--- src/pkg/ffl_defs.svh ---
// register offsets, field positions and reset values of the loop control block
`ifndef FFL_DEFS_SVH
`define FFL_DEFS_SVH

`define FFL_ADDR_W          8
`define FFL_DATA_W          16

`define FFL_ADDR_CTRL1      8'h9b
`define FFL_ADDR_CTRL2      8'h9c
`define FFL_ADDR_RATIO      8'h9d
`define FFL_ADDR_RSVD       8'h9e
`define FFL_ADDR_NUM        8'ha0
`define FFL_ADDR_DEN        8'ha1
`define FFL_ADDR_INTM       8'ha2
`define FFL_ADDR_STATUS     8'ha3
`define FFL_ADDR_SRC        8'ha4

`define FFL_EN_BIT          0
`define FFL_FRAC_BIT        2
`define FFL_RSV1_BIT        3
`define FFL_OUTDIV_MSB      8
`define FFL_OUTDIV_LSB      3
`define FFL_REFDIV_MSB      1
`define FFL_REFDIV_LSB      0
`define FFL_RATIO_MSB       2
`define FFL_RATIO_LSB       0
`define FFL_RSV3_MSB        8
`define FFL_RSV3_LSB        4
`define FFL_RSV4_MSB        3
`define FFL_RSV4_LSB        0
`define FFL_INTM_MSB        9
`define FFL_SRC_MSB         1

`define FFL_RST_EN          1'b0
`define FFL_RST_FRAC        1'b1
`define FFL_RST_RSV1        1'b1
`define FFL_RST_OUTDIV      6'h07
`define FFL_RST_REFDIV      2'h1
`define FFL_RST_RATIO       3'h0
`define FFL_RST_RSV3        5'h18
`define FFL_RST_RSV4        4'h0
`define FFL_RST_NUM         16'h0018
`define FFL_RST_DEN         16'h007d
`define FFL_RST_INTM        10'h008
`define FFL_RST_SRC         2'h0

`endif

--- src/pkg/ffl_pkg.sv ---
// types shared by the loop control block
`default_nettype none
package ffl_pkg;

  typedef enum logic [1:0] {
    FFL_SRC_MASTER = 2'h0,
    FFL_SRC_BIT    = 2'h1,
    FFL_SRC_OSC    = 2'h2,
    FFL_SRC_NONE   = 2'h3
  } ffl_src_t;

  typedef enum logic [1:0] {
    FFL_ST_IDLE = 2'h0,
    FFL_ST_ACQ  = 2'h1,
    FFL_ST_LOCK = 2'h3
  } ffl_state_t;

endpackage
`default_nettype wire

--- src/rtl/ffl_ref_div.sv ---
// reference source selection and reference pre-divider
`timescale 1ns/1ps
`default_nettype none
module ffl_ref_div (
  input  wire logic       i_clk,
  input  wire logic       i_reset,
  input  wire logic       i_master_clk,
  input  wire logic       i_bit_clk,
  input  wire logic       i_osc_clk,
  input  wire logic [1:0] i_src_sel,
  input  wire logic [1:0] i_div_code,
  input  wire logic       i_clear,
  output logic            o_ref_tick
);
  logic       ref_lvl;
  logic       prev_r;
  logic [1:0] cnt_r;
  logic [1:0] cnt_nxt;
  logic [1:0] term;
  logic       div_ok;
  logic       edge_ok;
  logic       tick_nxt;

  // source mux; the reserved code gives no reference
  assign ref_lvl = (i_src_sel == ffl_pkg::FFL_SRC_MASTER) ? i_master_clk :
                   (i_src_sel == ffl_pkg::FFL_SRC_BIT)    ? i_bit_clk    :
                   (i_src_sel == ffl_pkg::FFL_SRC_OSC)    ? i_osc_clk    : 1'b0;
  // divide by 1, 2 or 4; code 3 stops the reference
  assign term     = (i_div_code == 2'h0) ? 2'h0 : (i_div_code == 2'h1) ? 2'h1 : 2'h3;
  assign div_ok   = (i_div_code != 2'h3);
  assign edge_ok  = ref_lvl && !prev_r && div_ok && !i_clear;
  assign tick_nxt = edge_ok && (cnt_r == term);
  assign cnt_nxt  = i_clear ? 2'h0 : !edge_ok ? cnt_r : (cnt_r == term) ? 2'h0 : cnt_r + 2'h1;

  always_ff @(posedge i_clk or posedge i_reset) begin
    if (i_reset) begin
      prev_r     <= 1'b0;
      cnt_r      <= 2'h0;
      o_ref_tick <= 1'b0;
    end else begin
      prev_r     <= ref_lvl;
      cnt_r      <= cnt_nxt;
      o_ref_tick <= tick_nxt;
    end
  end
endmodule // ffl_ref_div
`default_nettype wire

--- src/rtl/ffl_nco.sv ---
// fractional accumulator that turns reference ticks into output clock edges
`timescale 1ns/1ps
`default_nettype none
module ffl_nco #(
  parameter int ACC_W = 40,
  parameter int INC_W = 34,
  parameter int THR_W = 23
) (
  input  wire logic             i_clk,
  input  wire logic             i_reset,
  input  wire logic             i_clear,
  input  wire logic             i_tick,
  input  wire logic [INC_W-1:0] i_incr,
  input  wire logic [THR_W-1:0] i_thresh,
  output logic                  o_clk
);
  logic [ACC_W-1:0] acc_r;
  logic [ACC_W-1:0] acc_nxt;
  logic [ACC_W-1:0] add_v;
  logic [ACC_W-1:0] sub_v;
  logic             over;

  // credit is counted in half operating periods scaled by the denominator;
  // at most one edge per cycle, so a burst of credit drains over cycles
  assign over    = (i_thresh != '0) && (acc_r >= ACC_W'(i_thresh));
  assign add_v   = i_tick ? ACC_W'(i_incr) : '0;
  assign sub_v   = over ? ACC_W'(i_thresh) : '0;
  assign acc_nxt = i_clear ? '0 : acc_r + add_v - sub_v;

  always_ff @(posedge i_clk or posedge i_reset) begin
    if (i_reset) begin
      acc_r <= '0;
      o_clk <= 1'b0;
    end else begin
      acc_r <= acc_nxt;
      o_clk <= i_clear ? 1'b0 : (o_clk ^ over);
    end
  end
endmodule // ffl_nco
`default_nettype wire

--- src/rtl/ffl_ctrl.sv ---
// frequency locked loop control: registers, multiplier arithmetic and lock tracking
//
// Design decision made here: the strobed register port.
`timescale 1ns/1ps
`default_nettype none
`include "ffl_defs.svh"

////////////////////////////////////////////////////////////////////////////////
// Functional notes
// - reference chosen from master, bit, oscillator
// - enable bit 0 turns loop on, resets off
// - reference divider 1,2,4; resets to /2
// - output clock is operating frequency over divider
// - operating frequency is reference times N.K times ratio
// - output divider code is ratio minus one
// - ratio codes give 1,2,4,8,16; resets 000
// - integer multiplier ten bits, resets to 8
// - fraction ignored in integer mode
// - mode bit 2 selects fractional, resets 1
// - numerator and denominator reset 0018h, 007Dh
module ffl_ctrl #(
  parameter int LOCK_TICKS = 16
) (
  input  wire logic                    i_clk,
  input  wire logic                    i_reset,
  input  wire logic                    i_master_clk,
  input  wire logic                    i_bit_clk,
  input  wire logic                    i_osc_clk,
  input  wire logic [`FFL_ADDR_W-1:0]  i_addr,
  input  wire logic [`FFL_DATA_W-1:0]  i_wdata,
  input  wire logic                    i_wr,
  input  wire logic                    i_rd,
  output logic      [`FFL_DATA_W-1:0]  o_rdata,
  output logic                         o_system_clock,
  output logic                         o_locked
);

  ////////////////////////////////////////////////////////////////////////////////
  // helpers

  function automatic logic [4:0] ratio_of(input logic [2:0] code);
    ratio_of = code[2] ? 5'h10 : (5'h01 << code[1:0]);
  endfunction

  function automatic logic [6:0] outdiv_of(input logic [5:0] code);
    outdiv_of = {1'b0, code} + 7'h01;
  endfunction

  ////////////////////////////////////////////////////////////////////////////////
  // register storage

  logic                 loop_enable_r;
  logic                 loop_fractional_mode_r;
  logic                 rsv1_r;
  logic [5:0]           loop_output_divider_r;
  logic [1:0]           loop_ref_divider_r;
  logic [2:0]           loop_ref_ratio_r;
  logic [4:0]           rsv3_r;
  logic [3:0]           rsv4_r;
  logic [15:0]          loop_frac_numerator_r;
  logic [15:0]          loop_frac_denominator_r;
  logic [9:0]           loop_integer_mult_r;
  logic [1:0]           loop_ref_source_sel_r;
  ffl_pkg::ffl_state_t  state_r;
  ffl_pkg::ffl_state_t  state_nxt;
  logic [15:0]          lock_cnt_r;
  logic [15:0]          lock_cnt_nxt;

  logic wr_ctrl1;
  logic wr_ctrl2;
  logic wr_ratio;
  logic wr_rsvd;
  logic wr_num;
  logic wr_den;
  logic wr_intm;
  logic wr_src;

  assign wr_ctrl1 = i_wr && (i_addr == `FFL_ADDR_CTRL1);
  assign wr_ctrl2 = i_wr && (i_addr == `FFL_ADDR_CTRL2);
  assign wr_ratio = i_wr && (i_addr == `FFL_ADDR_RATIO);
  assign wr_rsvd  = i_wr && (i_addr == `FFL_ADDR_RSVD);
  assign wr_num   = i_wr && (i_addr == `FFL_ADDR_NUM);
  assign wr_den   = i_wr && (i_addr == `FFL_ADDR_DEN);
  assign wr_intm  = i_wr && (i_addr == `FFL_ADDR_INTM);
  assign wr_src   = i_wr && (i_addr == `FFL_ADDR_SRC);

  always_ff @(posedge i_clk or posedge i_reset) begin
    if (i_reset) begin
      loop_enable_r          <= `FFL_RST_EN;
      loop_fractional_mode_r <= `FFL_RST_FRAC;
      rsv1_r                 <= `FFL_RST_RSV1;
    end else if (wr_ctrl1) begin
      loop_enable_r          <= i_wdata[`FFL_EN_BIT];
      loop_fractional_mode_r <= i_wdata[`FFL_FRAC_BIT];
      rsv1_r                 <= i_wdata[`FFL_RSV1_BIT];
    end
  end

  always_ff @(posedge i_clk or posedge i_reset) begin
    if (i_reset) begin
      loop_output_divider_r <= `FFL_RST_OUTDIV;
      loop_ref_divider_r    <= `FFL_RST_REFDIV;
    end else if (wr_ctrl2) begin
      loop_output_divider_r <= i_wdata[`FFL_OUTDIV_MSB:`FFL_OUTDIV_LSB];
      loop_ref_divider_r    <= i_wdata[`FFL_REFDIV_MSB:`FFL_REFDIV_LSB];
    end
  end

  always_ff @(posedge i_clk or posedge i_reset) begin
    if (i_reset) begin
      loop_ref_ratio_r <= `FFL_RST_RATIO;
      rsv3_r           <= `FFL_RST_RSV3;
      rsv4_r           <= `FFL_RST_RSV4;
    end else begin
      if (wr_ratio) begin
        loop_ref_ratio_r <= i_wdata[`FFL_RATIO_MSB:`FFL_RATIO_LSB];
        rsv3_r           <= i_wdata[`FFL_RSV3_MSB:`FFL_RSV3_LSB];
      end
      if (wr_rsvd) begin
        rsv4_r <= i_wdata[`FFL_RSV4_MSB:`FFL_RSV4_LSB];
      end
    end
  end

  always_ff @(posedge i_clk or posedge i_reset) begin
    if (i_reset) begin
      loop_frac_numerator_r   <= `FFL_RST_NUM;
      loop_frac_denominator_r <= `FFL_RST_DEN;
      loop_integer_mult_r     <= `FFL_RST_INTM;
      loop_ref_source_sel_r   <= `FFL_RST_SRC;
    end else begin
      if (wr_num) begin
        loop_frac_numerator_r <= i_wdata;
      end
      if (wr_den) begin
        loop_frac_denominator_r <= i_wdata;
      end
      if (wr_intm) begin
        loop_integer_mult_r <= i_wdata[`FFL_INTM_MSB:0];
      end
      if (wr_src) begin
        loop_ref_source_sel_r <= i_wdata[`FFL_SRC_MSB:0];
      end
    end
  end

  ////////////////////////////////////////////////////////////////////////////////
  // read port: data stand only in the cycle after the strobe

  logic [15:0] rd_mux;

  assign rd_mux =
    (i_addr == `FFL_ADDR_CTRL1)  ? {12'h000, rsv1_r, loop_fractional_mode_r, 1'b0, loop_enable_r} :
    (i_addr == `FFL_ADDR_CTRL2)  ? {7'h00, loop_output_divider_r, 1'b0, loop_ref_divider_r} :
    (i_addr == `FFL_ADDR_RATIO)  ? {7'h00, rsv3_r, 1'b0, loop_ref_ratio_r} :
    (i_addr == `FFL_ADDR_RSVD)   ? {12'h000, rsv4_r} :
    (i_addr == `FFL_ADDR_NUM)    ? loop_frac_numerator_r :
    (i_addr == `FFL_ADDR_DEN)    ? loop_frac_denominator_r :
    (i_addr == `FFL_ADDR_INTM)   ? {6'h00, loop_integer_mult_r} :
    (i_addr == `FFL_ADDR_STATUS) ? {14'h0000, state_r} :
    (i_addr == `FFL_ADDR_SRC)    ? {14'h0000, loop_ref_source_sel_r} : 16'h0000;

  always_ff @(posedge i_clk or posedge i_reset) begin
    if (i_reset) begin
      o_rdata <= 16'h0000;
    end else begin
      o_rdata <= i_rd ? rd_mux : 16'h0000;
    end
  end

  ////////////////////////////////////////////////////////////////////////////////
  // multiplier arithmetic

  logic        loop_clear;
  logic        ref_tick;
  logic [25:0] n_times_den;
  logic [26:0] nk_scaled;
  logic [33:0] loop_incr;
  logic [22:0] loop_thresh;
  logic [15:0] frac_term;

  // a disabled loop drops all credit, so re-enabling starts from zero
  assign loop_clear  = !loop_enable_r;
  assign frac_term   = loop_fractional_mode_r ? loop_frac_numerator_r : 16'h0000;
  assign n_times_den = 26'(loop_integer_mult_r) * 26'(loop_frac_denominator_r);
  assign nk_scaled   = 27'(n_times_den) + 27'(frac_term);
  // two edges per output period, hence the factor of two
  assign loop_incr   = 34'(ratio_of(loop_ref_ratio_r)) * 34'(nk_scaled) * 34'h2;
  assign loop_thresh = 23'(outdiv_of(loop_output_divider_r)) * 23'(loop_frac_denominator_r);

  ffl_ref_div u_ref_div (
    .i_clk        (i_clk),
    .i_reset      (i_reset),
    .i_master_clk (i_master_clk),
    .i_bit_clk    (i_bit_clk),
    .i_osc_clk    (i_osc_clk),
    .i_src_sel    (loop_ref_source_sel_r),
    .i_div_code   (loop_ref_divider_r),
    .i_clear      (loop_clear),
    .o_ref_tick   (ref_tick)
  );

  ffl_nco #(
    .ACC_W (40),
    .INC_W (34),
    .THR_W (23)
  ) u_nco (
    .i_clk    (i_clk),
    .i_reset  (i_reset),
    .i_clear  (loop_clear),
    .i_tick   (ref_tick),
    .i_incr   (loop_incr),
    .i_thresh (loop_thresh),
    .o_clk    (o_system_clock)
  );

  ////////////////////////////////////////////////////////////////////////////////
  // acquisition tracking

  always_comb begin
    state_nxt    = state_r;
    lock_cnt_nxt = lock_cnt_r;
    case (state_r)
      ffl_pkg::FFL_ST_IDLE: begin
        lock_cnt_nxt = 16'h0000;
        if (loop_enable_r) begin
          state_nxt = ffl_pkg::FFL_ST_ACQ;
        end
      end
      ffl_pkg::FFL_ST_ACQ: begin
        if (ref_tick) begin
          lock_cnt_nxt = lock_cnt_r + 16'h0001;
        end
        if (ref_tick && (lock_cnt_r == 16'(LOCK_TICKS - 1))) begin
          state_nxt = ffl_pkg::FFL_ST_LOCK;
        end
      end
      ffl_pkg::FFL_ST_LOCK: begin
        state_nxt = ffl_pkg::FFL_ST_LOCK;
      end
      default: begin
        state_nxt = ffl_pkg::FFL_ST_IDLE;
      end
    endcase
    if (!loop_enable_r) begin
      state_nxt    = ffl_pkg::FFL_ST_IDLE;
      lock_cnt_nxt = 16'h0000;
    end
  end

  always_ff @(posedge i_clk or posedge i_reset) begin
    if (i_reset) begin
      state_r    <= ffl_pkg::FFL_ST_IDLE;
      lock_cnt_r <= 16'h0000;
    end else begin
      state_r    <= state_nxt;
      lock_cnt_r <= lock_cnt_nxt;
    end
  end

  assign o_locked = (state_r == ffl_pkg::FFL_ST_LOCK);
endmodule // ffl_ctrl
`default_nettype wire

--- config.mk ---
export PLATFORM = sky130hd
export DESIGN_NAME = ffl_ctrl
export DESIGN_NICKNAME = d
export VERILOG_FILES = /design/src/pkg/ffl_pkg.sv /design/src/rtl/ffl_ref_div.sv /design/src/rtl/ffl_nco.sv /design/src/rtl/ffl_ctrl.sv
export VERILOG_INCLUDE_DIRS = /design/src /design/src/pkg
export SDC_FILE = /design/constraint.sdc
export NUM_CORES = 1
export LEC_CHECK = 0
export ABC_CLOCK_PERIOD_IN_PS = 13500
export BUFFER_PORTS_ARGS = -buffer_cell sky130_fd_sc_hd__clkbuf_2
export CORE_MARGIN = 2
export CORE_UTILIZATION = 25
export CTS_BUF_LIST = sky130_fd_sc_hd__clkbuf_16
export DETAILED_ROUTE_END_ITERATION = 8
export SYNTH_ARGS = -nofsm -noshare
export SYNTH_HDL_FRONTEND = slang
export SYNTH_SLANG_ARGS = --single-unit
--- constraint.sdc ---
create_clock -name i_clk -period 13.5 [get_ports i_clk]
set_input_delay 2.7 -clock i_clk [delete_from_list [all_inputs] [get_ports i_clk]]
set_output_delay 2.7 -clock i_clk [all_outputs]
set_load 0.1 [all_outputs]
==> summary.txt <==
CORE AREA -> 93050 um^2
Mapped Cells -> 2716
Seq/Total Area, Yosys -> 0.1569
Ports -> 49
Asr flop ratio synth -> 1.000
Top cells by area, synth -> fa_1, dfrtp_1, ha_1
DRC -> 0
Vias in the first global route -> 18225
Antenna Cells -> 0
Internal -> 1.458 mW
RSZ-0062 raised after global routing -> false
Yosys reg bits -> 146
Die Span X -> 310.1 um
Register area -> 3675 um^2
Ratio of total power to cell area -> 103.7 nW/um^2
Mapped cell area -> 23420 um^2
Commonest non-fill, non-tap cells in the layout -> inv_1, nand2_1, fa_1
Initial antenna violation count -> 1
CP max FO -> 18
Wire per inst -> 15.07 um
Via-to-Cell Ratio -> 4.577
Pleak -> 12.77 nW
Root buf cell -> clkbuf_16
Minimum clock period -> 12.13 ns
Starting DRT DRC Count -> 1001
Layout area overhead -> 9.332%
Psw -> 1.197 mW
Worst slew margin -> 0.2917
Nets -> 3255
Critical Path RT -> 13.90 ns
Clock latency on the worst-skew pair -> 0.50 ns
First-pass DRT Iterations -> 5
Final Hold Viols -> 0
Die H -> 310.1 um
CP max stage cell -> dfrtp_1
Fin util -> 0.2752
Crit path DAT -> 12.53 ns
Remaining global-route overflow -> 0
Hold path startpoint -> lock_cnt_r[0]$_DFFE_PP0P_
Dpl hpwl -> 47.46 mm
Top-area cell type share of the netlist area -> 0.2513
Most common flop cell mapped by yosys -> dfrtp_1
Final slew viol count -> 0
FP Rows -> 112
Syn nets -> 3268
Most used cell, CP -> fa_1
Sw Ratio -> 0.4508
Die area -> 96160 um^2
WHS -> 0.5058 ns
Avg Synthesized Cell Area -> 8.624 um^2
Via count -> 18171
Port bufs -> 48
First-pass GRT wire length -> 97.28 mm
Part of the power in registers -> 0.234
Post CTS Setup Buffer Count -> 0
Leading cell type in the layout, fill and taps excluded -> inv_1
Clock power frac -> 0.198
Buf+Inv Stages, Crit Path -> 6
Max VDD drop -> 95.89 uV
Clock buffer depth -> 2
Worst-path clk slew -> 0.07 ns
HP Class -> reg -> reg
R2R setup slack -> 1.37 ns
CTS tree -> built
Final ANT Viol Nets -> 0
Synth area leader -> fa_1
Total CTS buffers -> 17
Post-synth EDFFs -> 0
RR Startpoint -> loop_integer_mult_r[1]$_DFFE_PP0P_
Netlist cell types -> 79
Max Clk Rate -> 82.46 MHz
CTS resizes -> 0
CP startpoint -> loop_integer_mult_r[1]$_DFFE_PP0P_
Fin Setup TNS -> 0 ns
Final setup fails -> 0
Starting density of the core -> 0.2517
Setup Skew -> 0.02049 ns
Total of max-cap violations -> 0
Total power -> 2.654 mW
Comb power frac -> 0.568
Setup WS pre-CTS -> 1.453 ns
Crit path max-delay family -> adder cells
WL final -> 59.83 mm
Clock sink count -> 146
All-Layer GR Usage -> 0.1277
Largest net degree at the start of global routing -> 85
H-tree depth -> 4
Post-route setup slack -> 1.373 ns
Syn. warnings -> 0
Status -> finished, final reports clean
Hold_buf cts -> 0
Crit Path Class -> reg -> reg
Critical path's largest stage delay -> 0.84 ns
Fillcell total -> 10015
Measured slew at the worst slew-check pin -> 1.059 ns
Critical path capture point type -> flip-flop
GP Congestion -> 0.8391
Worst Setup Start Kind -> flip-flop
Multi-input logic area -> 17550 um^2
Share of post-route cells with drive strength above 1 -> 0.08063
Final Cycle Share -> 0.8983
==> power by group through the flow <==
| stage | clock network, mW | logic (mW) | registers (mW) |
|---|---|---|---|
| 6_report | 0.525 | 1.51 | 0.621 |
| 3_5_place_dp | 0 | 1.51 | 0.627 |
| 4_1_cts | 0.537 | 1.51 | 0.621 |
| 5_1_grt | 0.551 | 1.73 | 0.632 |
| 2_1_floorplan | 0 | 1.21 | 0.596 |
| 3_3_place_gp | 0 | 1.49 | 0.627 |
==> through the flow <==
stage / std cells / instance area (um^2)
final: 3970 / 25610
after global routing: 3970 / 25610
after CTS: 3970 / 25610
after detailed placement: 3938 / 25000
after global placement: 3938 / 25000
after floorplan: 2716 / 23420
==> path summary, 6_finish.rpt <==
path	endpoint	cells past startpoint
worst max-delay path	u_nco.acc_r[37]$_DFF_PP0_	45
worst min-delay path	lock_cnt_r[0]$_DFFE_PP0P_	1
worst max register to register	u_nco.acc_r[37]$_DFF_PP0_	45
worst min register to register	lock_cnt_r[0]$_DFFE_PP0P_	1
max in group asynchronous	loop_frac_denominator_r[11]$_DFFE_PP0P_	3
min in group asynchronous	lock_cnt_r[12]$_DFFE_PP0P_	2
==> flip-flops by register name, summed over array words and instances, names as in the netlist <==
register / count
u_ref_div.cnt_r: 2
lock_cnt_r: 16
u_nco.acc_r: 40
rsv4_r: 4
rsv1_r: 1
state_r: 2
loop_ref_source_sel_r: 2
u_nco.o_clk: 1
loop_output_divider_r: 6
loop_ref_divider_r: 2
u_ref_div.prev_r: 1
loop_integer_mult_r: 10
loop_fractional_mode_r: 1
rsv3_r: 5
loop_frac_denominator_r: 16
loop_enable_r: 1
loop_ref_ratio_r: 3
o_rdata: 16
u_ref_div.o_ref_tick: 1
loop_frac_numerator_r: 16
==> layout make-up <==
class,count,area share
Timing Repair Buffer,68,0.01524
Tap cell,1254,0.06127
Multi-Input combinational cell,1988,0.6854
Sequential cell,146,0.1435
Inverter,482,0.07084
Clock inverter,15,0.007133
Clock buffer,17,0.01661
==> synthesized netlist by cell type (all sizes together) (37+ instances only) <==
cell type,count
ha,227
nor3,46
nor2,202
nand2b,42
and2,130
inv,481
a21oi,102
a21o,64
nand3,37
dfrtp,129
mux2,69
o21ai,70
fa,294
clkbuf,92
nand2,308
xnor2,52
xor2,39
==> logic make-up (layout without fill, tap and decap cells) <==
logic type | Yosys count | in the layout | synth area share
multiplexers | 89 | 89 | 0.04172
flip-flops | 146 | 146 | 0.1569
XOR/XNOR | 91 | 91 | 0.03515
buffers and inverters | 582 | 582 | 0.09444
AND/OR/NAND/NOR | 904 | 904 | 0.1899
AO/OA/AOI/OAI | 383 | 383 | 0.1093
adder cells (fa/ha/maj) | 521 | 521 | 0.3725
==> layer usage <==
metal  GRT usage  up-vias  wire [um]
met3     0.01832       72       2317
met1      0.1733     9031      28150
met4     0.04067        0       1380
met5           0        -          0
met2      0.2089      335      27980
li1            -     8733          -
No activity file was read; power rests on OpenSTA's default activity.
